--- src/design/vip_pkg.sv ---
package vip_pkg;

  // ---------------------------------------------------------------
  // Sizes
  // ---------------------------------------------------------------
  localparam int NUM_CHANNELS  = 64;
  localparam int CHAN_W        = 6;
  localparam int PRIO_W        = 3;
  localparam int ADDR_W        = 29;
  localparam int BASE_W        = 26;
  localparam int BASE_LSB      = 3;
  localparam int SIZE_W        = 2;

  // ---------------------------------------------------------------
  // Option bits and encodings
  // ---------------------------------------------------------------
  localparam int OPT_FAST_UNMASKED   = 0;
  localparam int OPT_NORMAL_UNMASKED = 1;
  localparam int OPT_DEFERRED        = 2;
  localparam int OPT_W               = 3;

  localparam logic [PRIO_W-1:0] FAST_PRIO_LIMIT = 3'h2;
  localparam logic [PRIO_W-1:0] PRIO_LOWEST     = 3'h7;
  localparam logic [CHAN_W-1:0] NMI_CHANNEL     = 6'h00;

  // Entry size code is a left shift of the 4-byte unit
  localparam logic [SIZE_W-1:0] SIZE_4B  = 2'h0;
  localparam logic [SIZE_W-1:0] SIZE_8B  = 2'h1;
  localparam logic [SIZE_W-1:0] SIZE_16B = 2'h2;
  localparam logic [SIZE_W-1:0] SIZE_32B = 2'h3;
  localparam int               ENTRY_UNIT_SHIFT = 2;

  // ---------------------------------------------------------------
  // Reset values
  // ---------------------------------------------------------------
  localparam logic [NUM_CHANNELS-1:0] PEND_RESET = 64'h0;
  localparam logic [NUM_CHANNELS-1:0] EFF_RESET  = 64'h0;
  localparam logic [ADDR_W-1:0]       ADDR_RESET = 29'h0;

  // ---------------------------------------------------------------
  // Carriers
  // ---------------------------------------------------------------
  typedef struct packed {
    logic [BASE_W-1:0] vector_table_base;
    logic [SIZE_W-1:0] entry_size;
    logic [OPT_W-1:0]  controller_options;
  } vip_cfg_t;

  typedef struct packed {
    logic              found;
    logic [CHAN_W-1:0] chan;
  } vip_win_t;

endpackage : vip_pkg

--- src/design/vip_event_sync.sv ---
`timescale 1ns/1ps
`default_nettype none

module vip_event_sync #(
  parameter int               WIDTH     = 64,
  parameter logic [WIDTH-1:0] CONNECTED = '1
) (
  input  wire logic             clk,
  input  wire logic             rst,
  input  wire logic [WIDTH-1:0] src_async,
  output logic      [WIDTH-1:0] evt_pulse
);

  if (WIDTH < 1) begin : g_bad_width
    $error("vip_event_sync: WIDTH must be at least 1");
  end

  // ---------------------------------------------------------------
  // Per-channel synchroniser and rising-edge detector
  // ---------------------------------------------------------------
  // Unconnected channels are tied off so they never raise an event;
  // flops live per channel so no vector has two kinds of driver
  for (genvar i = 0; i < WIDTH; i++) begin : g_chan
    if (CONNECTED[i]) begin : g_live
      logic meta_q;
      logic sync_q;
      logic prev_q;
      always_ff @(posedge clk) begin
        if (rst) begin
          meta_q <= 1'b0;
          sync_q <= 1'b0;
          prev_q <= 1'b0;
        end else begin
          meta_q <= src_async[i];
          sync_q <= meta_q;
          prev_q <= sync_q;
        end
      end
      assign evt_pulse[i] = sync_q & ~prev_q;
    end else begin : g_tied
      assign evt_pulse[i] = 1'b0;
    end
  end

endmodule : vip_event_sync

`default_nettype wire

--- src/design/vip_intc.sv ---
`timescale 1ns/1ps
`default_nettype none

module vip_intc #(
  parameter int                      NUM_CH    = 64,
  parameter logic [NUM_CH-1:0]       CONNECTED = '1
) (
  input  wire logic                                    clk,
  input  wire logic                                    rst,
  input  wire logic [NUM_CH-1:0]                       irq_src,
  input  wire logic [NUM_CH-1:0]                       channel_enable,
  input  wire logic [NUM_CH-1:0][vip_pkg::PRIO_W-1:0]  channel_priority_regs,
  input  wire vip_pkg::vip_cfg_t                       cfg,
  input  wire logic [NUM_CH-1:0]                       fast_status_clr,
  input  wire logic [NUM_CH-1:0]                       normal_status_clr,
  output logic      [NUM_CH-1:0]                       fast_pending_status,
  output logic      [NUM_CH-1:0]                       normal_pending_status,
  output logic                                         fast_irq,
  output logic                                         normal_irq,
  output logic      [vip_pkg::ADDR_W-1:0]              fast_vector_addr,
  output logic      [vip_pkg::ADDR_W-1:0]              normal_vector_addr
);
  import vip_pkg::*;

  // ---------------------------------------------------------------
  // Elaboration checks
  // ---------------------------------------------------------------
  if (NUM_CH < 2 || NUM_CH > NUM_CHANNELS) begin : g_bad_ch
    $error("vip_intc: NUM_CH must lie in 2..64");
  end

  // ---------------------------------------------------------------
  // Declarations
  // ---------------------------------------------------------------
  logic [NUM_CH-1:0] evt;
  logic [NUM_CH-1:0] fast_route;
  logic [NUM_CH-1:0] fast_set;
  logic [NUM_CH-1:0] normal_set;
  logic [NUM_CH-1:0] fast_pend_q;
  logic [NUM_CH-1:0] fast_pend_d;
  logic [NUM_CH-1:0] normal_pend_q;
  logic [NUM_CH-1:0] normal_pend_d;
  logic [NUM_CH-1:0] pend_any;
  logic [NUM_CH-1:0] eff_en_q;
  logic [NUM_CH-1:0] eff_en_d;
  logic [NUM_CH-1:0] en_use;
  logic [NUM_CH-1:0] fast_qual;
  logic [NUM_CH-1:0] normal_qual;
  logic              deferred;
  logic              fast_raw;
  logic              normal_raw;
  vip_win_t          fast_win;
  vip_win_t          normal_win;
  logic [ADDR_W-1:0] base_addr;
  logic [ADDR_W-1:0] fast_vec_d;
  logic [ADDR_W-1:0] normal_vec_d;
  logic              fast_irq_q;
  logic              normal_irq_q;
  logic [ADDR_W-1:0] fast_vec_q;
  logic [ADDR_W-1:0] normal_vec_q;

  assign deferred   = cfg.controller_options[OPT_DEFERRED];
  assign fast_raw   = cfg.controller_options[OPT_FAST_UNMASKED];
  assign normal_raw = cfg.controller_options[OPT_NORMAL_UNMASKED];
  assign base_addr  = {cfg.vector_table_base, {BASE_LSB{1'b0}}};

  // ---------------------------------------------------------------
  // Input capture
  // ---------------------------------------------------------------
  vip_event_sync #(
    .WIDTH     (NUM_CH),
    .CONNECTED (CONNECTED)
  ) u_sync (
    .clk       (clk),
    .rst       (rst),
    .src_async (irq_src),
    .evt_pulse (evt)
  );

  // ---------------------------------------------------------------
  // Routing by priority
  // ---------------------------------------------------------------
  for (genvar i = 0; i < NUM_CH; i++) begin : g_route
    if (i == 0) begin : g_nmi
      assign fast_route[i] = 1'b1;
      assign en_use[i]     = 1'b1;
    end else begin : g_norm
      assign fast_route[i] = channel_priority_regs[i] < FAST_PRIO_LIMIT;
      // Deferred mode freezes the enable seen by the prioritizer
      assign en_use[i]     = deferred ? eff_en_q[i] : channel_enable[i];
    end
  end

  assign fast_set   = evt & fast_route;
  assign normal_set = evt & ~fast_route;

  // ---------------------------------------------------------------
  // Pending status
  // ---------------------------------------------------------------
  // A new event beats a clear landing in the same cycle
  assign fast_pend_d   = (fast_pend_q & ~fast_status_clr) | fast_set;
  assign normal_pend_d = (normal_pend_q & ~normal_status_clr) | normal_set;
  assign pend_any      = fast_pend_q | normal_pend_q;

  always_ff @(posedge clk) begin
    if (rst) begin
      fast_pend_q   <= PEND_RESET[NUM_CH-1:0];
      normal_pend_q <= PEND_RESET[NUM_CH-1:0];
    end else begin
      fast_pend_q   <= fast_pend_d;
      normal_pend_q <= normal_pend_d;
    end
  end

  // ---------------------------------------------------------------
  // Deferred enable latch
  // ---------------------------------------------------------------
  // While a channel has an event pending its enable is held; it only
  // follows the software bit once the event has been cleared.
  for (genvar i = 0; i < NUM_CH; i++) begin : g_eff
    assign eff_en_d[i] = pend_any[i] ? eff_en_q[i] : channel_enable[i];
  end

  always_ff @(posedge clk) begin
    if (rst) begin
      eff_en_q <= EFF_RESET[NUM_CH-1:0];
    end else if (deferred) begin
      eff_en_q <= eff_en_d;
    end else begin
      eff_en_q <= channel_enable;
    end
  end

  // ---------------------------------------------------------------
  // Arbitration
  // ---------------------------------------------------------------
  assign fast_qual   = fast_pend_q & (fast_raw ? {NUM_CH{1'b1}} : en_use);
  assign normal_qual = normal_pend_q & (normal_raw ? {NUM_CH{1'b1}} : en_use);

  // Scan upward and replace only on strictly better priority, so the
  // smallest channel number keeps a tie.
  function automatic vip_win_t pick(
    input logic [NUM_CH-1:0]              qual,
    input logic [NUM_CH-1:0][PRIO_W-1:0]  prio
  );
    vip_win_t          w;
    logic [PRIO_W-1:0] best;
    w    = '0;
    best = PRIO_LOWEST;
    for (int i = 0; i < NUM_CH; i++) begin
      if (qual[i] && (!w.found || prio[i] < best)) begin
        w.found = 1'b1;
        w.chan  = CHAN_W'(i);
        best    = prio[i];
      end
    end
    return w;
  endfunction : pick

  // Channel 0 is fast whatever its priority field says, so it ranks top
  function automatic logic [NUM_CH-1:0][PRIO_W-1:0] eff_prio(
    input logic [NUM_CH-1:0][PRIO_W-1:0] prio
  );
    logic [NUM_CH-1:0][PRIO_W-1:0] p;
    p    = prio;
    p[0] = '0;
    return p;
  endfunction : eff_prio

  logic [NUM_CH-1:0][PRIO_W-1:0] prio_eff;
  assign prio_eff   = eff_prio(channel_priority_regs);
  assign fast_win   = pick(fast_qual, prio_eff);
  assign normal_win = pick(normal_qual, channel_priority_regs);

  // ---------------------------------------------------------------
  // Vector address
  // ---------------------------------------------------------------
  function automatic logic [ADDR_W-1:0] vec(
    input vip_win_t          w,
    input logic [ADDR_W-1:0] base,
    input logic [SIZE_W-1:0] size
  );
    logic [ADDR_W-1:0] idx;
    idx = {{(ADDR_W-CHAN_W){1'b0}}, w.chan} + ADDR_W'(1);
    if (!w.found) begin
      return base;
    end
    return base + (idx << (ENTRY_UNIT_SHIFT + int'(size)));
  endfunction : vec

  assign fast_vec_d   = vec(fast_win, base_addr, cfg.entry_size);
  assign normal_vec_d = vec(normal_win, base_addr, cfg.entry_size);

  // Recomputed every cycle; a clear or a new event shows two cycles later
  always_ff @(posedge clk) begin
    if (rst) begin
      fast_vec_q   <= ADDR_RESET;
      normal_vec_q <= ADDR_RESET;
    end else begin
      fast_vec_q   <= fast_vec_d;
      normal_vec_q <= normal_vec_d;
    end
  end

  // ---------------------------------------------------------------
  // Core interrupt lines
  // ---------------------------------------------------------------
  // Unmasked-vector bits never raise a line; only enabled events and channel 0 events do
  always_ff @(posedge clk) begin
    if (rst) begin
      fast_irq_q   <= 1'b0;
      normal_irq_q <= 1'b0;
    end else begin
      fast_irq_q   <= |(fast_pend_q & en_use);
      normal_irq_q <= |(normal_pend_q & en_use);
    end
  end

  assign fast_pending_status   = fast_pend_q;
  assign normal_pending_status = normal_pend_q;
  assign fast_irq              = fast_irq_q;
  assign normal_irq            = normal_irq_q;
  assign fast_vector_addr      = fast_vec_q;
  assign normal_vector_addr    = normal_vec_q;

  // ---------------------------------------------------------------
  // Assertions
  // ---------------------------------------------------------------
  logic [NUM_CH-1:0] w_fast_better;

  // Any qualifying fast channel that should outrank the winner
  for (genvar i = 0; i < NUM_CH; i++) begin : g_chk
    assign w_fast_better[i] = fast_qual[i] && fast_win.found && (
      (prio_eff[i] < prio_eff[fast_win.chan]) ||
      (prio_eff[i] == prio_eff[fast_win.chan] && CHAN_W'(i) < fast_win.chan));
  end
endmodule : vip_intc

`default_nettype wire

--- config.mk ---
export PLATFORM = sky130hd
export DESIGN_NAME = vip_intc
export DESIGN_NICKNAME = d
export VERILOG_FILES = /design/src/design/vip_pkg.sv /design/src/design/vip_event_sync.sv /design/src/design/vip_intc.sv
export SDC_FILE = /design/constraint.sdc
export NUM_CORES = 2
export LEC_CHECK = 0
export ABC_AREA = 1
export BUFFER_PORTS_ARGS = -buffer_cell sky130_fd_sc_hd__clkbuf_2
export CELL_PAD_IN_SITES_DETAIL_PLACEMENT = 0
export CELL_PAD_IN_SITES_GLOBAL_PLACEMENT = 1
export CORE_MARGIN = 3
export CORE_UTILIZATION = 38
export CTS_CLUSTER_SIZE = 12
export DETAILED_ROUTE_END_ITERATION = 8
export PLACE_DENSITY = 0.89
export SYNTH_ARGS = -nofsm -noshare
export SYNTH_HDL_FRONTEND = slang
export SYNTH_SLANG_ARGS = --single-unit
--- constraint.sdc ---
create_clock -name clk -period 78.3 [get_ports clk]
set_input_delay 11.745 -clock clk [delete_from_list [all_inputs] [get_ports clk]]
set_output_delay 11.745 -clock clk [all_outputs]
set_load 0.05 [all_outputs]
== Word level (Yosys, flattened, before mapping) ==
Index checks and enable logic that the tools add are counted.
Cells by class
  $add $sub $neg: 5
  order comparisons: 189
  equal/unequal tests: 63
  shift operators: 2
  muxes and demuxes: 386
  bitwise gates (word level): 144
  reduce and logical (&&, ||, !) cells: 382
Operators with widths (count)
  $mux W7: 128
  $and A64 B64 Y64: 8
  $lt A3 B3 Y1: 126
  $mux W3: 126
  $mux W64: 3
  $not A64 Y64: 3
  $or A64 B64 Y64: 3
  $lt A3 B2 Y1 const B: 63
  $reduce_or A64 Y1: 2
  $mux W1: 127
  $logic_and A1 B1 Y1: 126
  $logic_not A1 Y1: 126
  $logic_or A1 B1 Y1: 126
  $ne A2 B2 Y1 const B: 63
  $not A1 Y1: 66
  $and A1 B1 Y1: 64
  $add A29 B29 Y29: 2
  $mux W29: 2
  $shl A7 B32 Y29: 1
  $shl A7 B3 Y29: 1
  $add A6 B1 Y7 const B: 2
  $reduce_or A2 Y1: 2
  $add A2 B2 Y3 const A: 1
Storage, ports and cells
  register bits after elaboration: 443
  bits of input ports: 481
  output and inout bits: 188
  word-level logic and storage cells: 1434

== Depth between registers and ports, before layout ==
  depth in word-level cells: 260
  depth in mapped cells: 590

== By module ==
From an unflattened synthesis, not the netlist that was laid out.
Second synthesis, totals
  cells, all modules: 5824
  area total of the unflattened synthesis: 33548.4 µm²
Modules (own cells, without submodules)
  vip_intc: times used 1, cells each 5163, area an instance 27792.9 µm², seq. area each 5024.8 µm²
  vip_event_sync: times used 1, cells each 661, area an instance 5755.5 µm², seq. area each 3843.7 µm²

== Worst setup path after synthesis ==
No wires, ideal clock.
  path kind: in2reg
  from: input port channel_priority_regs[4] (netlist name)
  to: register fast_vec_q[27], in the netlist fast_vector_addr[27]
  arrival: 66.322 ns
  required time: 78.226 ns
  path slack: 11.904 ns
  stages: 529
  cells stage by stage: ha_1 -> o21ai_1 -> nand2_1 -> nand2_4 -> nand2_1 -> nand2_1 -> o21ai_0 -> ha_1 -> inv_1 -> a21oi_1 -> nand2_1 -> nand2_1 -> nand2_2 -> nand2_2 -> nand2_1 -> o21ai_0 -> ha_1 -> nand2_1 -> [493 not listed] -> nand3b_1 -> nand2_1 -> nand2_1 -> nand2_1 -> a21oi_1 -> o21ai_0 -> a21oi_1 -> o21bai_1 -> nand3_1 -> nand2_1 -> nand2_1 -> nor2_1 -> inv_1 -> nor2_1 -> inv_1 -> o21ai_0 -> nand2_1 -> a31oi_1
Between the ends
  longest elaborated chain between the ends: 256
Ends and longest elaborated chain
  start, declared: RTL line vip_intc.sv:12  | input wire logic [NUM_CH-1:0][vip_pkg::PRIO_W-1:0] channel_priority_regs,
  $lt A3 B3 Y1: RTL line vip_intc.sv:151  | if (qual[i] && (!w.found || prio[i] < best)) begin
  $logic_or A1 B1 Y1: RTL line vip_intc.sv:151
  $logic_and A1 B1 Y1: RTL line vip_intc.sv:151
  $mux W3 or $mux W7 (tied branches): RTL line vip_intc.sv:151
  $lt A3 B3 Y1 or $logic_not A1 Y1 (tied branches): RTL line vip_intc.sv:151
  $logic_or A1 B1 Y1: RTL line vip_intc.sv:151
  $logic_and A1 B1 Y1: RTL line vip_intc.sv:151
  $mux W3 or $mux W7 (tied branches): RTL line vip_intc.sv:151
  [240 not listed]
  $lt A3 B3 Y1 or $logic_not A1 Y1 (tied branches): RTL line vip_intc.sv:151
  $logic_or A1 B1 Y1: RTL line vip_intc.sv:151
  $logic_and A1 B1 Y1: RTL line vip_intc.sv:151
  $mux W7 (*): RTL line vip_intc.sv:151
  $add A6 B1 Y7: RTL line vip_intc.sv:184  | idx = {{(ADDR_W-CHAN_W){1'b0}}, w.chan} + ADDR_W'(1);
  $shl A7 B32 Y29: RTL line vip_intc.sv:188  | return base + (idx << (ENTRY_UNIT_SHIFT + int'(size)));
  $add A29 B29 Y29: RTL line vip_intc.sv:188
  $mux W29 (*): RTL line vip_intc.sv:188
  end signal, assigned: RTL line vip_intc.sv:200  | fast_vec_q <= fast_vec_d;
  end, declared: RTL line vip_intc.sv:59  | logic [ADDR_W-1:0] fast_vec_q;
Every way passes the cells marked *; elsewhere a longest branch is shown, timed or not.
A chain may end at the register's enable or synchronous reset.

== Worst setup path in the final report ==
  from: input port cfg[2] (netlist name)
  to: register fast_vec_q[22], in the netlist fast_vector_addr[22]
Between the ends
  longest elaborated chain between the ends: 257
Ends and longest elaborated chain
  start, declared: RTL line vip_intc.sv:13  | input wire vip_pkg::vip_cfg_t cfg,
  $mux W1: RTL line vip_intc.sv:90  | assign en_use[i] = deferred ? eff_en_q[i] : channel_enable[i];
  $mux W64 (*): RTL line vip_intc.sv:137  | assign fast_qual = fast_pend_q & (fast_raw ? {NUM_CH{1'b1}} : en_use);
  $and A64 B64 Y64 (*): RTL line vip_intc.sv:137
  $logic_and A1 B1 Y1: RTL line vip_intc.sv:151
  $mux W3 or $mux W7 (tied branches): RTL line vip_intc.sv:151
  $lt A3 B3 Y1 or $logic_not A1 Y1 (tied branches): RTL line vip_intc.sv:151
  $logic_or A1 B1 Y1: RTL line vip_intc.sv:151
  $logic_and A1 B1 Y1: RTL line vip_intc.sv:151
  [241 not listed]
  $lt A3 B3 Y1 or $logic_not A1 Y1 (tied branches): RTL line vip_intc.sv:151
  $logic_or A1 B1 Y1: RTL line vip_intc.sv:151
  $logic_and A1 B1 Y1: RTL line vip_intc.sv:151
  $mux W7 (*): RTL line vip_intc.sv:151
  $add A6 B1 Y7: RTL line vip_intc.sv:184
  $shl A7 B32 Y29: RTL line vip_intc.sv:188
  $add A29 B29 Y29: RTL line vip_intc.sv:188
  $mux W29 (*): RTL line vip_intc.sv:188
Marks and branches as above.

==> run_results.csv <==
group,metric,value,unit
worst_hold_path,min-delay-start,"u_sync.g_chan[21].g_live.meta_q",
pwr,p_leak,22.2,nW
timing,period_minus_slack,70.50,ns
clock_tree,ctsHoldBuffers,0,
worst_setup_path,crit_required,78.82,ns
die,rows,108,
timing,setup_viol_count_final,0,
timing,fin_skew,0.0244,ns
worst_hold_path,min_delay_path_depth,2,
worst_setup_path,ff2ff_path_depth,524,
synth,synth_seq_area_share,26.4,%
pwr,ir_drop,0.0224,mV
timing,tns,0,ns
timing,setup_ws,7.80,ns
clock_tree,cts.htree.levels,2,
synth,synth_top_cells_by_count,"1550 x nand2_1, 1069 x inv_1, 582 x nand3_1, 443 x dfxtp_1, 432 x nor2_1",
route,viasPerCell,4.99,
synth,synth_cell_types,56,
die,start_util,38.5,%
place,dp.cells,7569,
grt,grt_pass1_wl,197000,um
synth,postSynthCellCount,5811,
pwr,powerDensity,21.5,nW/um^2
outcome,status,"finished clean",
grt,overflow,0,
grt,track_usage,27.4,%
cells_and_area,final_core_util,45.9,%
route,firstDrtPassIters,6,
timing,fmax,0.0142,GHz
clock_tree,cts_buffers,53,
place,place.gp.congestion,0.946,
worst_setup_path,critPathLaunchType,"primary input",
clock_tree,cts_tree,"yes",
place,hpwl,109000,um
clock_tree,cts_num_sinks,443,
die,die_h,303,um
route,vias,38300,
route,top_layer_used,"met5",
cells_and_area,drive_above_1_share,17.9,%
synth,synth_top_area_cell,"dfxtp_1",
route,ant_nets,0,
synth,synth_top_area_share,26.4,%
die,core,87300,um^2
route,drc,0,
synth,synth-seq-cells,443,
synth,synth_most_common_cell,"nand2_1",
flow_run,drv_cap,0,
worst_setup_path,r2r-start,"fast_pending_status[0]",
grt,antenna_found_initial,46,
synth,synth.area.top_cells,"dfxtp_1 26%, nand2_1 17%, inv_1 12%",
grt,grt_pass1_vias,35500,
worst_setup_path,endpoint_kind,"flop",
route,routedWlPerCell,17.1,um
synth,synth.yosys.warnings,0,
die,die_w,303,um
die,die_area,92100,um^2
timing,worstMarginPinSlew,1.07,ns
timing,maxSlewHeadroom,28.3,%
timing,holdWs,0.399,ns
route,wl_met3,9350,um
clock_tree,clk_pin_slew_worst_paths,0.06,ns
synth,synth.avg_cell_area,5.79,um^2
timing,final-hold-violation-count,0,
worst_setup_path,worstSetupStartpoint,"cfg[2]",
place,port_buffers,667,
worst_hold_path,hp-class,"flop to flop",
route,wl,132000,um
synth,synth-async-reset-ratio,0,%
clock_tree,postCtsSetupBuffers,0,
timing,min_period_over_period,90.0,%
worst_setup_path,critPathMaxStageDelay,0.37,ns
worst_setup_path,path_common_cell,"nand2_1",
timing,slew_viol_final,0,
die,io_pins,669,
cells_and_area,fin_cells,7692,
synth,synth_edf_count,0,
route,drt_iter0_drc,2931,
synth,synthesis.area,33600,um^2
timing,rsz0062_at_grt,"false",
synth,ys.flop_type,"dfxtp_1",
clock_tree,clock_latency,0.62,ns
worst_setup_path,slowest_stage,"ha_1",
grt,grt_max_degree,83,
worst_setup_path,cp.arrival,71.02,ns
route,wl_met2,58500,um
place,pre_cts_slack,2.11,ns
cells_and_area,area_growth,19.1,%
route,wl_met1,58700,um
worst_setup_path,crit_fanout,48,
worst_setup_path,critPathKind,"primary input to flop",
cells_and_area,fin_nets,7046,
cells_and_area,fillCellCount,9577,
clock_tree,clk_path_buf_depth,3,
clock_tree,clockRootBuffer,"clkbuf_16",
layout by cell type (no fill, tap or decap), types with 62 or more instances in the layout:
cell type  Yosys  routed
a21oi_1      368     368
nand4_1       73      73
nor2_1       432     431
ha_1          94      94
clkbuf_2       0     665
inv_2         68      67
dfxtp_1      443     443
o211ai_1      62      62
inv_1       1069    1068
nand2_1     1550    1550
nand3_1      582     582
or2_2        125     125
o21ai_1       43      93
nand2_2      169     169
o21ai_0      390     339
routing by layer:
metal | vias to the layer above | global-route usage, %
met1 | 17100 | 36.0
met3 | 253 | 5.21
li1 | 19800 | -
met2 | 1198 | 44.2
met5 | - | 0
met4 | 20 | 10.9
sequential cells by signal, summed over array words and instances, names as in the netlist:
name and flops:
u_sync.g_chan.g_live.prev_q 64, normal_vector_addr 29, normal_irq 1, normal_pending_status 64, u_sync.g_chan.g_live.sync_q 64, fast_irq 1, fast_vector_addr 29, u_sync.g_chan.g_live.meta_q 64
fast_pending_status 64, eff_en_q 63
power breakdown:
group,leakage (nW),switching (mW),internal (mW)
Sequential,3.64,0.00544,0.238
Combinational,17.7,0.241,0.116
Clock,0.864,0.107,0.154
Total,22.2,0.353,0.508
logic make-up after synthesis:
| family | after synthesis | share of synthesized area (%) |
|---|---|---|
| xor gates and xnor gates | 19 | 0.495 |
| other | 1 | 0.0112 |
| and+or+nand+nor | 2995 | 39.0 |
| DFF | 443 | 26.4 |
| buffers and inverters | 1270 | 14.5 |
| AOI/OAI and AO/OA | 987 | 16.0 |
| adders and majority gates | 96 | 3.62 |
path summary, 6_finish.rpt:
path / end / slack [ns]
worst min register to register: u_sync.g_chan[21].g_live.sync_q / 0.40
worst max-delay path: fast_vector_addr[22] / 7.80
worst max register to register: fast_vector_addr[22] / 18.78
worst min-delay path: u_sync.g_chan[21].g_live.sync_q / 0.40
cell type report:
type | instances | area, um^2 | share of cell area, %
Clock inverter | 23 | 314 | 0.784
Antenna cell | 31 | 77.6 | 0.194
Timing Repair Buffer | 685 | 3500 | 8.73
Sequential cell | 443 | 8870 | 22.1
Tap cell | 1155 | 1450 | 3.61
Inverter | 1181 | 4460 | 11.1
Clock buffer | 69 | 1470 | 3.66
Multi-Input combinational cell | 4105 | 19900 | 49.7
metrics by stage:
| stage | area, um^2 | total power [mW] |
|---|---|---|
| floorplan | 33600 | 0.512 |
| global route | 40000 | 0.928 |
| global placement | 38200 | 0.598 |
| finish | 40100 | 0.861 |
| CTS | 40000 | 0.863 |
| detailed placement | 38200 | 0.601 |
worst max-delay path: cells and delay by family:
family	cells	cell delay, ns
buffers and inverters	65	3.27
XOR/XNOR	1	0.24
adder cells (fa/ha/maj)	64	17.08
AND/OR/NAND/NOR	322	24.45
AO/OA/AOI/OAI	73	14.17
repair_timing:
action / 4_1_cts / 5_1_grt
hold endpoints to repair: 0 / 0
endpoints found under the setup margin: 0 / 27
gates resized for setup: 0 / 60
No activity file was read; power rests on OpenSTA's default activity.
